==> src/ntxpc_defs.vh <==
`ifndef NTXPC_DEFS_VH
`define NTXPC_DEFS_VH

// ****************************************************************
// Register word addresses (word index, not byte offset)
// ****************************************************************
`define NTXPC_ADDR_TXCLK      4'h0
`define NTXPC_ADDR_TXCTRL     4'h1
`define NTXPC_ADDR_GUARD      4'h2
`define NTXPC_ADDR_CMD        4'h3
`define NTXPC_ADDR_DPCCFG     4'h4
`define NTXPC_ADDR_DPCTHR     4'h5
`define NTXPC_ADDR_STATUS     4'h6
`define NTXPC_ADDR_GEARTAB    4'h8

// ****************************************************************
// Clock control fields
// ****************************************************************
`define NTXPC_CLKMODE_LSB     0
`define NTXPC_PREVMODE_LSB    4
`define NTXPC_CLKMODE_ASK10   3'h7

// ****************************************************************
// Transmit control fields
// ****************************************************************
`define NTXPC_RESID_LSB       0
`define NTXPC_PREVRESID_LSB   8
`define NTXPC_RESID_MAX       5'h1f

// ****************************************************************
// Guard control fields
// ****************************************************************
`define NTXPC_GUARD_LSB       0
`define NTXPC_RFONEN_BIT      16
`define NTXPC_MULTIRX_BIT     17
`define NTXPC_MILLER_BIT      18

// ****************************************************************
// Command bits
// ****************************************************************
`define NTXPC_CMD_SEND_BIT    0
`define NTXPC_CMD_DPCEN_BIT   1

// ****************************************************************
// Power control fields
// ****************************************************************
`define NTXPC_INTV_LSB        0
`define NTXPC_NGEAR_LSB       8
`define NTXPC_MINTHR_LSB      0
`define NTXPC_MAXTHR_LSB      16

// ****************************************************************
// Timing: guard tick is 1 us
// ****************************************************************
`define NTXPC_CLK_MHZ         100
`define NTXPC_GUARD_TICK_NS   1000
`define NTXPC_GUARD_TICK_CYC  (`NTXPC_GUARD_TICK_NS * `NTXPC_CLK_MHZ / 1000)

// ****************************************************************
// Reset values
// ****************************************************************
`define NTXPC_RST_TXCLK       32'h00000077
`define NTXPC_RST_TXCTRL      32'h00000000
`define NTXPC_RST_GUARD       32'h00000000
`define NTXPC_RST_DPCCFG      32'h00000f10
`define NTXPC_RST_DPCTHR      32'h0c000400

`endif

==> src/ntxpc_gear_mem.v <==
`timescale 1ns/1ps
`default_nettype none

module ntxpc_gear_mem #(
    parameter WIDTH = 16,
    parameter DEPTH = 16,
    parameter AW    = 4
)(
    // Clock
    input  wire             clk,
    // Write port
    input  wire             wrEn,
    input  wire [AW-1:0]    wrAddr,
    input  wire [WIDTH-1:0] wrData,
    // Read port
    input  wire [AW-1:0]    rdAddr,
    output reg  [WIDTH-1:0] rdData
);

    reg [WIDTH-1:0] mem [0:DEPTH-1];

    always @(posedge clk)
    begin
        if (wrEn)
        begin
            mem[wrAddr] <= wrData;
        end
        rdData <= mem[rdAddr];
    end

endmodule // ntxpc_gear_mem
`default_nettype wire

==> src/ntxpc_guard_timer.v <==
`timescale 1ns/1ps
`default_nettype none
`include "ntxpc_defs.vh"

module ntxpc_guard_timer #(
    parameter WIDTH   = 16,
    parameter TICKCYC = `NTXPC_GUARD_TICK_CYC
)(
    // Clock and reset
    input  wire             clk,
    input  wire             srst,
    // Control
    input  wire             start,
    input  wire [WIDTH-1:0] load,
    // Status
    output reg              running,
    output reg              expire
);

    reg  [15:0]      tickCnt;
    reg  [WIDTH-1:0] count;
    wire             tick;

    assign tick = (tickCnt == 16'h0000);

    always @(posedge clk)
    begin
        if (srst)
        begin
            tickCnt <= 16'h0000;
            count   <= {WIDTH{1'b0}};
            running <= 1'b0;
            expire  <= 1'b0;
        end
        else
        begin
            expire <= 1'b0;
            if (start && (load != {WIDTH{1'b0}}))
            begin
                // Restart on every new start condition with a nonzero load
                count   <= load;
                running <= 1'b1;
                tickCnt <= TICKCYC[15:0] - 16'h0001;
            end
            else if (running)
            begin
                tickCnt <= tick ? (TICKCYC[15:0] - 16'h0001) : (tickCnt - 16'h0001);
                if (tick)
                begin
                    if (count == {{(WIDTH-1){1'b0}}, 1'b1})
                    begin
                        running <= 1'b0;
                        expire  <= 1'b1;
                    end
                    count <= count - {{(WIDTH-1){1'b0}}, 1'b1};
                end
            end
        end
    end

endmodule // ntxpc_guard_timer
`default_nettype wire

==> src/ntxpc_top.v <==
// Summary of operation
// - Residual carrier code 0..31, full carrier at 0, none at 31.
// - Residual carrier applies only with clock mode 3'b111.
// - Guard timer starts at a reception end, good or bad, except as below.
// - No guard start on disturbance restart or multiple reception enabled.
// - With guard-on-field enable, field switch-on also starts guard timer.
// - Guard value zero disables the guard time.
// - Running guard holds off transmission even with send-start set.
// - Data ready and send-start before expiry: transmit exactly at expiry.
// - Send-start late with Miller sync enabled: start on bit grid.
// - Prevention active selects prevention clock mode.
// - Overshoot pattern active selects prevention residual carrier.
// - Gain value sampled periodically, interval from configuration byte.
// - Each sample compared with maximum and minimum thresholds.
// - Threshold exceeded selects another gear and supply voltage.
// - Up to fifteen gears, count set by application; only gears 0..7 have table entries.
// - Gear also selects wave-shaping offset.
`timescale 1ns/1ps
`default_nettype none
`include "ntxpc_defs.vh"

module ntxpc_top #(
    parameter GUARDW  = 16,
    parameter TICKCYC = `NTXPC_GUARD_TICK_CYC,
    parameter INTVCYC = 1000
)(
    // Clock and reset
    input  wire        clk,
    input  wire        srst,
    // Avalon-MM slave
    input  wire [3:0]  address,
    input  wire        read,
    input  wire        write,
    input  wire [31:0] writedata,
    input  wire [3:0]  byteenable,
    output reg  [31:0] readdata,
    output wire        waitrequest,
    output reg  [1:0]  response,
    // Receiver and field events
    input  wire        rxEnd,
    input  wire        rxDisturbRestart,
    input  wire        fieldOn,
    input  wire        txDataAvail,
    input  wire        bitGrid,
    // Over and undershoot prevention
    input  wire        prevActive,
    input  wire        overshootActive,
    // Gain measurement
    input  wire [7:0]  gainValue,
    // Transmitter outputs
    output reg         txStart,
    output reg  [2:0]  txDriverClockMode,
    output reg  [4:0]  residualCarrier,
    output reg         residualEnable,
    output reg  [3:0]  supplyConfig,
    output reg  [3:0]  waveShapeOffset,
    output reg  [3:0]  gear
);

    // ****************************************************************
    // Registers
    // ****************************************************************
    reg  [31:0] txClockControlRegister;
    reg  [31:0] txControlRegister;
    reg  [31:0] guardCfg;
    reg  [31:0] dpcCfg;
    reg  [31:0] dpcThr;
    reg         sendPending;
    reg         dpcEnable;
    reg         ackPhase;
    reg  [7:0]  lastGain;
    reg         fieldOnD;

    wire        guardRunning;
    wire        guardExpire;
    wire        guardStart;
    wire [15:0] gearRd;
    wire        busReq;
    wire        wrHit;
    wire        tabWr;

    wire [2:0]  clkModeNormal = txClockControlRegister[`NTXPC_CLKMODE_LSB +: 3];
    wire [2:0]  clkModePrev   = txClockControlRegister[`NTXPC_PREVMODE_LSB +: 3];
    wire [4:0]  residNormal   = txControlRegister[`NTXPC_RESID_LSB +: 5];
    wire [4:0]  residPrev     = txControlRegister[`NTXPC_PREVRESID_LSB +: 5];
    wire [15:0] guardVal      = guardCfg[`NTXPC_GUARD_LSB +: 16];
    wire        guardOnFieldEnable = guardCfg[`NTXPC_RFONEN_BIT];
    wire        multiRxEnable = guardCfg[`NTXPC_MULTIRX_BIT];
    wire        millerSync    = guardCfg[`NTXPC_MILLER_BIT];
    wire [7:0]  measurementIntervalByte = dpcCfg[`NTXPC_INTV_LSB +: 8];
    wire [3:0]  gearCount     = dpcCfg[`NTXPC_NGEAR_LSB +: 4];
    wire [7:0]  minThr        = dpcThr[`NTXPC_MINTHR_LSB +: 8];
    wire [7:0]  maxThr        = dpcThr[`NTXPC_MAXTHR_LSB +: 8];

    // Byte-lane merge of a write into an old word
    function [31:0] laneMerge;
        input [31:0] old;
        input [31:0] din;
        input [3:0]  be;
        integer      i;
        begin
            laneMerge = old;
            for (i = 0; i < 4; i = i + 1)
            begin
                if (be[i])
                begin
                    laneMerge[i*8 +: 8] = din[i*8 +: 8];
                end
            end
        end
    endfunction

    // ****************************************************************
    // Avalon slave: one wait cycle, answer on second cycle
    // ****************************************************************
    assign busReq      = read | write;
    assign waitrequest = busReq & ~ackPhase;
    assign wrHit       = write & ackPhase;
    assign tabWr       = wrHit & address[3];

    always @(posedge clk)
    begin
        if (srst)
        begin
            ackPhase <= 1'b0;
        end
        else
        begin
            ackPhase <= busReq & ~ackPhase;
        end
    end

    always @(posedge clk)
    begin
        if (srst)
        begin
            txClockControlRegister <= `NTXPC_RST_TXCLK;
            txControlRegister      <= `NTXPC_RST_TXCTRL;
            guardCfg               <= `NTXPC_RST_GUARD;
            dpcCfg                 <= `NTXPC_RST_DPCCFG;
            dpcThr                 <= `NTXPC_RST_DPCTHR;
            dpcEnable              <= 1'b0;
        end
        else if (wrHit && !address[3])
        begin
            case (address)
                `NTXPC_ADDR_TXCLK:
                    txClockControlRegister <= laneMerge(txClockControlRegister,
                                                        writedata, byteenable);
                `NTXPC_ADDR_TXCTRL:
                    txControlRegister <= laneMerge(txControlRegister, writedata, byteenable);
                `NTXPC_ADDR_GUARD:
                    guardCfg <= laneMerge(guardCfg, writedata, byteenable);
                `NTXPC_ADDR_CMD:
                    if (byteenable[0])
                    begin
                        dpcEnable <= writedata[`NTXPC_CMD_DPCEN_BIT];
                    end
                `NTXPC_ADDR_DPCCFG:
                    dpcCfg <= laneMerge(dpcCfg, writedata, byteenable);
                `NTXPC_ADDR_DPCTHR:
                    dpcThr <= laneMerge(dpcThr, writedata, byteenable);
                default:
                    dpcEnable <= dpcEnable;
            endcase
        end
    end

    always @(posedge clk)
    begin
        if (srst)
        begin
            readdata <= 32'h00000000;
            response <= 2'h0;
        end
        else if (read && !ackPhase)
        begin
            response <= 2'h0;
            if (address[3])
            begin
                readdata <= 32'h00000000;
            end
            else
            begin
                case (address)
                    `NTXPC_ADDR_TXCLK:  readdata <= txClockControlRegister;
                    `NTXPC_ADDR_TXCTRL: readdata <= txControlRegister;
                    `NTXPC_ADDR_GUARD:  readdata <= guardCfg;
                    `NTXPC_ADDR_CMD:    readdata <= {30'h00000000, dpcEnable, sendPending};
                    `NTXPC_ADDR_DPCCFG: readdata <= dpcCfg;
                    `NTXPC_ADDR_DPCTHR: readdata <= dpcThr;
                    `NTXPC_ADDR_STATUS: readdata <= {12'h000, gear, lastGain,
                                                     6'h00, guardRunning, sendPending};
                    default:
                    begin
                        readdata <= 32'h00000000;
                        response <= 2'h2;
                    end
                endcase
            end
        end
    end

    // ****************************************************************
    // Guard time
    // ****************************************************************
    always @(posedge clk)
    begin
        if (srst)
        begin
            fieldOnD <= 1'b0;
        end
        else
        begin
            fieldOnD <= fieldOn;
        end
    end

    assign guardStart = (rxEnd & ~rxDisturbRestart & ~multiRxEnable)
                      | (guardOnFieldEnable & fieldOn & ~fieldOnD);

    ntxpc_guard_timer #(
        .WIDTH   (GUARDW),
        .TICKCYC (TICKCYC)
    ) uGuard (
        .clk     (clk),
        .srst    (srst),
        .start   (guardStart),
        .load    (guardVal[GUARDW-1:0]),
        .running (guardRunning),
        .expire  (guardExpire)
    );

    // ****************************************************************
    // Transmission start
    // ****************************************************************
    always @(posedge clk)
    begin
        if (srst)
        begin
            sendPending <= 1'b0;
            txStart     <= 1'b0;
        end
        else
        begin
            txStart <= 1'b0;
            if (sendPending && txDataAvail && !guardRunning && !guardStart)
            begin
                if (guardExpire)
                begin
                    txStart     <= 1'b1;
                    sendPending <= 1'b0;
                end
                else if (!millerSync || bitGrid)
                begin
                    txStart     <= 1'b1;
                    sendPending <= 1'b0;
                end
            end
            // Only firmware arms a send; new request wins
            if (wrHit && address == `NTXPC_ADDR_CMD && byteenable[0]
                && writedata[`NTXPC_CMD_SEND_BIT])
            begin
                sendPending <= 1'b1;
            end
        end
    end

    // ****************************************************************
    // Clock mode and residual carrier
    // ****************************************************************
    always @(posedge clk)
    begin
        if (srst)
        begin
            txDriverClockMode <= 3'h7;
            residualCarrier   <= 5'h00;
            residualEnable    <= 1'b1;
        end
        else
        begin
            txDriverClockMode <= prevActive ? clkModePrev : clkModeNormal;
            residualCarrier   <= overshootActive ? residPrev : residNormal;
            residualEnable    <= ((prevActive ? clkModePrev : clkModeNormal)
                                  == `NTXPC_CLKMODE_ASK10);
        end
    end

    // ****************************************************************
    // Dynamic power control
    // ****************************************************************
    reg  [15:0] intvPre;
    reg  [7:0]  intvCnt;
    reg         sampleNow;
    wire [3:0]  lastGear = gearCount - 4'h1;

    always @(posedge clk)
    begin
        if (srst)
        begin
            intvPre   <= 16'h0000;
            intvCnt   <= 8'h00;
            sampleNow <= 1'b0;
        end
        else
        begin
            sampleNow <= 1'b0;
            if (!dpcEnable)
            begin
                intvPre <= 16'h0000;
                intvCnt <= 8'h00;
            end
            else if (intvPre == INTVCYC[15:0] - 16'h0001)
            begin
                intvPre <= 16'h0000;
                if (intvCnt >= measurementIntervalByte)
                begin
                    intvCnt   <= 8'h00;
                    sampleNow <= 1'b1;
                end
                else
                begin
                    intvCnt <= intvCnt + 8'h01;
                end
            end
            else
            begin
                intvPre <= intvPre + 16'h0001;
            end
        end
    end

    always @(posedge clk)
    begin
        if (srst)
        begin
            gear     <= 4'h0;
            lastGain <= 8'h00;
        end
        else if (sampleNow)
        begin
            lastGain <= gainValue;
            if (gainValue > maxThr && gear < lastGear && gear < 4'he)
            begin
                gear <= gear + 4'h1;
            end
            else if (gainValue < minThr && gear != 4'h0)
            begin
                gear <= gear - 4'h1;
            end
        end
    end

    ntxpc_gear_mem #(
        .WIDTH (16),
        .DEPTH (16),
        .AW    (4)
    ) uGearTab (
        .clk    (clk),
        .wrEn   (tabWr),
        .wrAddr ({1'b0, address[2:0]}),
        .wrData (writedata[15:0]),
        .rdAddr (gear),
        .rdData (gearRd)
    );

    always @(posedge clk)
    begin
        if (srst)
        begin
            supplyConfig    <= 4'h0;
            waveShapeOffset <= 4'h0;
        end
        else
        begin
            supplyConfig    <= gearRd[3:0];
            waveShapeOffset <= gearRd[7:4];
        end
    end

endmodule // ntxpc_top
`default_nettype wire
==> config.mk <==
export PLATFORM = sky130hd
export DESIGN_NAME = ntxpc_top
export DESIGN_NICKNAME = d
export VERILOG_FILES = /design/src/ntxpc_gear_mem.v /design/src/ntxpc_guard_timer.v /design/src/ntxpc_top.v
export VERILOG_INCLUDE_DIRS = /design/src
export SDC_FILE = /design/constraint.sdc
export NUM_CORES = 1
export LEC_CHECK = 0
export BUFFER_PORTS_ARGS = -buffer_cell sky130_fd_sc_hd__buf_2
export CELL_PAD_IN_SITES_DETAIL_PLACEMENT = 0
export CELL_PAD_IN_SITES_GLOBAL_PLACEMENT = 1
export CORE_ASPECT_RATIO = 1.1
export CORE_MARGIN = 5
export CORE_UTILIZATION = 30
export CTS_CLUSTER_SIZE = 28
export DETAILED_ROUTE_END_ITERATION = 6
export PLACE_DENSITY_LB_ADDON = 0.2
export SYNTH_ARGS = -nofsm -noshare
export SYNTH_HDL_FRONTEND = slang
export SYNTH_SLANG_ARGS = --single-unit
==> constraint.sdc <==
create_clock -name clk -period 2.9 [get_ports clk]
set_clock_uncertainty 0.15 [all_clocks]
set_input_delay 0.29 -clock clk [delete_from_list [all_inputs] [get_ports clk]]
set_output_delay 0.29 -clock clk [all_outputs]
set_load 0.01 [all_outputs]
; Word-level counts from Yosys, hierarchy flattened
; Memories as Yosys holds them, arrays and structs flattened. A register that Yosys moved wholly into a read port is not among the register bits.
; Index checks and enable logic that the tools add are counted.
[word_totals]
reg_bits = 287
latch_bits = 0
ram_bits = 256
mem_bits_ro = 0
inputBits = 59
out_inout_bits = 57
word_cells = 169
n_memories = 1
[mem_list]
columns = name, words, word_bits, rd, rd_clocked_by_memory_dff, write_ports, line
row1 = uGearTab.mem, 16, 16, 1, 1, 1, ntxpc_gear_mem.v:20  ; reg [WIDTH-1:0] mem [0:DEPTH-1];
[classes]
add_sub_neg = 7
mul = 0
n_div = 0
order_cmp = 5
n_eq_ne = 9
shift = 0
n_mux = 29
bitwise_logic = 18
n_reduce_logical = 58
[ops]
columns = cell, count
row1 = 32-bit case mux with 7 select lines, 1
row2 = 16-bit 2-to-1 mux, 4
row3 = 3-bit AND reduction, 21
row4 = 32-bit 2-to-1 mux, 1
row5 = "16-bit by 1-bit subtractor with 16-bit output, second input constant", 2
row6 = "16-bit by 1-bit adder with 16-bit output, second input constant", 1
row7 = "16-bit by 1-bit == test with 1-bit output, second input constant", 1
row8 = "16-bit by 10-bit == test with 1-bit output, second input constant", 1
row9 = 16-bit logical NOT, 1
row10 = 16-bit nonzero test, 1
row11 = 1-bit 2-to-1 mux, 14
row12 = 7-bit 2-to-1 mux, 2
row13 = "4-bit by 3-bit == test with 1-bit output, second input constant", 3
row14 = 1-bit logical AND, 12
row15 = 1-bit NOT, 9
row16 = "8-bit by 1-bit adder with 8-bit output, second input constant", 1
row17 = "4-bit by 2-bit == test with 1-bit output, second input constant", 2
row18 = 8-bit >= comparator, 1
row19 = 8-bit greater-than comparator, 1
row20 = 8-bit < comparator, 1
row21 = 4-bit 2-to-1 mux, 2
row22 = 8-bit 2-to-1 mux, 1
row23 = 2-bit nonzero test, 4
row24 = "4-bit by 1-bit subtractor with 4-bit output, second input constant", 2
row25 = other kinds (20), 37

; Depth between registers and ports, before layout
[depth]
word_depth = 8
mapped_depth = 15
ltp_nobuf = 15

; By module
; Synthesis repeated with hierarchy kept, for this count alone.
[hier_totals]
hier_cells = 1962
hier_area_um2 = 22796.9
[modules_own_cells]
columns = mod, n_inst, cells_per_inst, area_each_um2, seq_area_each_um2
row1 = ntxpc_top, 1, 1319, 10924.2, 5044.8
row2 = ntxpc_gear_mem, 1, 432, 10042.1, 8007.7
row3 = ntxpc_guard_timer, 1, 211, 1830.5, 680.7

; Worst setup path after synthesis
; OpenSTA, ideal clock, no wires.
[synth_path]
path_type = register -> register
from = register dpcCfg[8]
to = register gear[3]
setup_ps = 59
arrival_ps = 2670
required_ps = 2691
slack_ps = 21
path_stages_with_launch = 16
n_path_buf = 0
synth_period_minus_slack_ps = 2879
path_cell_list = dfxtp_1 -> inv_1 -> ha_1 -> xnor2_1 -> ha_1 -> o21ai_0 -> a21oi_1 -> a211oi_1 -> inv_1 -> ha_1 -> a21o_1 -> a21oi_1 -> nand2_1 -> nor4b_1 -> o21ai_0 -> nand2_1
[synth_between]
elab_chain_cells = 6
word_cells_on_any_way = 7
classes_between = add/sub (1) / order compare (1) / mux (1) / reduce/logical (4)
[synth_lines]
columns = element, line
row1 = "start, declared", ntxpc_top.v:66  ; reg [31:0] dpcCfg;
row2 = "start signal, assigned", ntxpc_top.v:140  ; dpcCfg <= `NTXPC_RST_DPCCFG;
row3 = "start signal, assigned", ntxpc_top.v:160  ; dpcCfg <= laneMerge(dpcCfg, writedata, byteenable);
row4 = 4-bit by 1-bit subtractor with 4-bit output *, ntxpc_top.v:295  ; wire [3:0] lastGear = gearCount - 4'h1;
row5 = 4-bit < comparator *, ntxpc_top.v:343  ; if (gainValue > maxThr && gear < lastGear && gear < 4'he)
row6 = 1-bit logical AND * (2 in series), ntxpc_top.v:343
row7 = 2-bit nonzero test (no line), n/a
row8 = 2-bit AND reduction (no line), n/a
row9 = "end signal, assigned", ntxpc_top.v:345  ; gear <= gear + 4'h1;
row10 = "end signal, assigned", ntxpc_top.v:349  ; gear <= gear - 4'h1;
row11 = "end, declared", ntxpc_top.v:57  ; output reg [3:0] gear
; Mark *: on every way between the ends. The rest lies on a longest branch, timed or not.
; A chain may end at the register's enable or synchronous reset.

; Final worst setup path
; Ends and elaborated chain as after synthesis.

==> results.md <==
Power:
- The combinational cell fraction of total power is 0.047.
- The sequential share of power is 0.465.
- Dividing total power by cell area gives a power density of 586 nW/um^2.
- The switching part of the total is 0.228.
- The internal power summed over all cells is 0.00846 W.
- VDD sags by at most 352 uV.
- The leakage power of the design is 6.58 nW.
- The reported net switching power is 0.00250 W.
- Of the total power, the clock network draws 0.488.
- The total power consumption of the routed design is 0.0110 W.

Placement:
- Input and output buffers added on the ports amount to 114.
- The post-detailed-placement half-perimeter wirelength is 33800 um.
- The final RePlAce weighted congestion is 0.840.

Floorplan:
- The starting density of the core is 0.301.
- For this design the top-level I/O count stands at 116.
- The die is 223 um wide.
- From bottom edge to top edge, the die measures 244 um.
- The floorplan has 86 rows.
- The die area is 54500 um^2.
- The floorplan step defined a core boundary enclosing 49800 um^2.

Layout:
- Relative to the synthesized area, the layout overhead comes to 24.8%.
- Counting the fill cells in the layout gives 5021.
- The leading cell type in the layout, fill and taps excluded is sky130_fd_sc_hd__dfxtp_1.
- Of the cells placed in the final design, the portion with a size suffix greater than 1 is 0.178.
- In the layout the commonest cells are 292 x sky130_fd_sc_hd__dfxtp_1, 204 x sky130_fd_sc_hd__nand2_1, 186 x sky130_fd_sc_hd__a21oi_1.
- For this run, the post-layout net count is 1876.

Critical path:
- The critical setup path kind is flip-flop to flip-flop.
- The critical path startpoint is dpcCfg[8]$_SDFFE_PP1P_.
- The endpoint identified for the worst register-to-register timing path is gear[3]$_SDFFE_PP0P_.
- The startpoint of the lowest-slack register-to-register path is dpcCfg[8]$_SDFFE_PP1P_.
- For flop-to-flop paths, the worst setup slack is 0.07 ns.
- The endpoint required time on the critical path is 3.26 ns.
- STA classifies the critical path endpoint as a flip-flop.
- In this run the worst setup path terminates at gear[3]$_SDFFE_PP0P_.
- The type of element launching the critical path is a flip-flop.
- The data arrival time of the critical path is 3.19 ns.
- Of all nets on the critical path, the largest fanout is 3.
- The worst reg2reg path depth is 15.

Synth:
- Synthesis inferred 358 register bits.
- The area of the mapped netlist is 15000 um^2.
- Synthesis produced 1590 cells.
- Dividing the synthesized area by the synthesized cell count gives 9.43 um^2.
- Among all flip-flop cells after synthesis, the most frequent one is sky130_fd_sc_hd__dfxtp_1.
- The fraction of synthesis flops using an asynchronous set or reset pin is 0.
- The post-synth net total is 1684.
- Counting distinct cell types in the post-synthesis netlist gives 66.
- The number of enable-type register cells in the synthesized netlist is 64.
- The sequential fraction of the synthesis area is 0.521.
- The yosys synthesis warning count is 0.

Route:
- The detailed router put a total of 22800 um of wire on met1.
- Wires add up to 50900 um.
- Wire segments on met3 add up to 2530 um in the final route.
- The final route contains 12400 vias.
- After detailed routing, the met2 layer carries 24200 um of wire.
- Once detail routing completed, the nets flagged for antenna violations numbered 0.
- The mean routed wirelength per cell is 20.6 um.
- In this run, the number of DRC markers left after iteration 0 of detailed routing was 926.
- Using the TritonRoute via totals, the vias-per-cell ratio works out to 5.03.
- For this run, design rule violations remaining after detail routing come to 0.
- The topmost layer with routed signal wires is met4.
- The number of detailed-routing iterations run before antenna repair is 5.

GRT:
- The aggregate global-route resource usage is 0.183.
- The total overflow reported by the global router is 0.
- The via count of the first global-routing pass is 12400.
- Entering global routing, the biggest net connects 156 pins.
- The first global-routing pass estimated 77800 um of wire.
- The initial antenna violation count came to 2.

Clock tree:
- The buffer levels on the longest clock path is 3.
- The deepest level of the CTS H-tree is 2.
- The clock transition at the registers of the reported paths is 0.06 ns.
- TritonCTS created 43 clock buffers.
- The root buffer cell chosen for the clock tree is sky130_fd_sc_hd__clkbuf_16.
- Counting every sink on the clock net gives 358.
- The clock reaches the later pin of the worst-skew pair after 0.56 ns.
- TritonCTS built the clock tree.

STA:
- Setup repair after global routing could not meet its margin everywhere.
- The total negative slack is 0 ns.
- At the pin with the least slew margin, the transition time is 0.932 ns.
- The final-report setup violation count is 0.
- The upper clock frequency limit is 353 MHz.
- The number of failing hold endpoints at the final stage is 0.
- The number of pins exceeding their max-slew limit in the final report is 0.
- The routed design could run at a clock period as short as 2.83 ns.
- The share of the clock period used by the worst path after layout is 0.976.
- The worst pin sits at a relative slew slack of 0.376.

Outcome:
- The run finished with clean final reports.

Flow run:
- The number of max-cap violations is 0.

Min path:
- The min-delay analysis places its worst path in the category input pin to flip-flop.
==> power by group through the flow <==
| stage | Sequential, W | Combinational [W] | Clock, W |
|---|---|---|---|
| 2_1_floorplan | 0.00520 | 0.000206 | 0 |
| 3_3_place_gp | 0.00520 | 0.000458 | 0 |
| 3_5_place_dp | 0.00520 | 0.000465 | 0 |
| 4_1_cts | 0.00509 | 0.000521 | 0.00553 |
| 5_1_grt | 0.00509 | 0.000559 | 0.00574 |
| 6_report | 0.00509 | 0.000517 | 0.00535 |
==> how the worst min path moves through the flow <==
stage	from	endpoint	slack, ns	cells after the start
2_1_floorplan	writedata[0]	uGearTab.mem[0][0]$_DFFE_PP_	0.24	0
3_3_place_gp	intvPre[0]$_SDFF_PP0_	intvPre[0]$_SDFF_PP0_	0.28	1
3_5_place_dp	uGearTab.rdData[3]$_DFF_P_	supplyConfig[3]$_SDFF_PP0_	0.30	1
4_1_cts	byteenable[3]	guardCfg[31]$_SDFFE_PP0P_	0.05	4
5_1_grt	byteenable[3]	txControlRegister[31]$_SDFFE_PP0P_	0.13	4
6_report	byteenable[3]	guardCfg[31]$_SDFFE_PP0P_	0.10	4
==> per-layer routing <==
| metal | GRT usage | vias up |
|---|---|---|
| li1 | - | 6085 |
| met1 | 0.245 | 5969 |
| met2 | 0.302 | 313 |
| met3 | 0.0300 | 73 |
| met4 | 0.0595 | 0 |
| met5 | 0 | - |
==> registers in the layout, summed over array words and instances, names as in the netlist, 8 cells and up <==
name and flops:
uGearTab.mem 64, dpcCfg 32, dpcThr 32, guardCfg 32
readdata 32, txClockControlRegister 32, txControlRegister 32, intvPre 16
uGuard.count 16, uGuard.tickCnt 16, intvCnt 8, lastGain 8
uGearTab.rdData 8
==> critical path: stages, from the launching register on <==
cell and delay [ns]:
sky130_fd_sc_hd__dfxtp_4 0.38, sky130_fd_sc_hd__inv_4 0.04, sky130_fd_sc_hd__ha_4 0.16, sky130_fd_sc_hd__xnor2_2 0.13
sky130_fd_sc_hd__ha_1 0.29, sky130_fd_sc_hd__o21ai_2 0.15, sky130_fd_sc_hd__a21oi_2 0.06, sky130_fd_sc_hd__a211oi_2 0.20
sky130_fd_sc_hd__inv_1 0.09, sky130_fd_sc_hd__ha_1 0.28, sky130_fd_sc_hd__a21o_1 0.19, sky130_fd_sc_hd__a21oi_2 0.18
sky130_fd_sc_hd__nand2_1 0.08, sky130_fd_sc_hd__nor4b_2 0.23, sky130_fd_sc_hd__o21ai_1 0.09, sky130_fd_sc_hd__nand2_1 0.08
==> through the flow <==
step,area [um^2],std cells,setup slack (ns),util,hold WS [ns]
global placement,16700,2344,-0.133,0.335,0.279
finish,18700,2471,0.0710,0.375,0.103
floorplan,15000,1590,0.0214,-,0.239
CTS,18600,2468,0.000563,0.374,0.0550
detailed placement,16700,2344,-0.237,0.335,0.295
global route,18700,2470,-0.0933,0.375,0.133
==> logic make-up (layout without fill, tap and decap cells) <==
logic type | count (synthesis) | after routing | synth area share
and+or+nand+nor | 507 | 507 | 0.151
AOI/OAI and AO/OA | 433 | 433 | 0.171
DFF | 358 | 358 | 0.521
buffers and inverters | 132 | 352 | 0.0335
muxes | 76 | 76 | 0.0649
xor gates and xnor gates | 48 | 48 | 0.0280
adders and majority gates | 35 | 35 | 0.0297
other | 1 | 2 | 0.000250
==> Yosys cell counts (6+ instances only) <==
master,n,share of area
sky130_fd_sc_hd__or4_1,6,0.0030
sky130_fd_sc_hd__buf_1,7,0.0018
sky130_fd_sc_hd__xor2_1,29,0.017
sky130_fd_sc_hd__nor2_1,173,0.043
sky130_fd_sc_hd__o211ai_1,6,0.0030
sky130_fd_sc_hd__nand2b_1,10,0.0042
sky130_fd_sc_hd__mux4_2,16,0.024
sky130_fd_sc_hd__nor4_1,10,0.0042
sky130_fd_sc_hd__edfxtp_1,64,0.13
sky130_fd_sc_hd__dfxtp_1,294,0.39
sky130_fd_sc_hd__nand2_1,204,0.051
sky130_fd_sc_hd__mux2_2,9,0.0068
sky130_fd_sc_hd__a21oi_1,188,0.063
sky130_fd_sc_hd__ha_1,34,0.028
sky130_fd_sc_hd__xnor2_1,19,0.011
sky130_fd_sc_hd__nand3_1,23,0.0077
sky130_fd_sc_hd__clkbuf_1,85,0.021
sky130_fd_sc_hd__a31oi_1,17,0.0071
sky130_fd_sc_hd__a222oi_1,21,0.014
sky130_fd_sc_hd__a22oi_1,58,0.029
sky130_fd_sc_hd__a21o_1,7,0.0035
sky130_fd_sc_hd__nor2b_1,12,0.0050
sky130_fd_sc_hd__inv_1,37,0.0093
sky130_fd_sc_hd__o21ai_0,108,0.036
sky130_fd_sc_hd__nand4_1,13,0.0054
sky130_fd_sc_hd__a211oi_1,13,0.0065
sky130_fd_sc_hd__mux2i_1,51,0.034
sky130_fd_sc_hd__nor3_1,18,0.0060
==> cell type report <==
type,instances,area [um^2],area share
clock inverters,13,163,0.00870
multi-input cells,1100,6790,0.363
well taps,660,826,0.0441
diodes,1,2.50,0.000134
inverters,37,144,0.00769
flip-flops and latches,358,7820,0.418
repair buffers,242,1740,0.0930
clock buffers,60,1220,0.0654
==> repair_timing <==
action | 4_1_cts | 5_1_grt
gates resized for setup | 15 | 13
pin swaps | 11 | 15
endpoints found under the setup margin | 1 | 2
hold buffers | 48 | 0
setup buffers | 3 | 2
hold endpoints to repair | 219 | 0
Note: power is estimated with default switching activity, not from simulation.
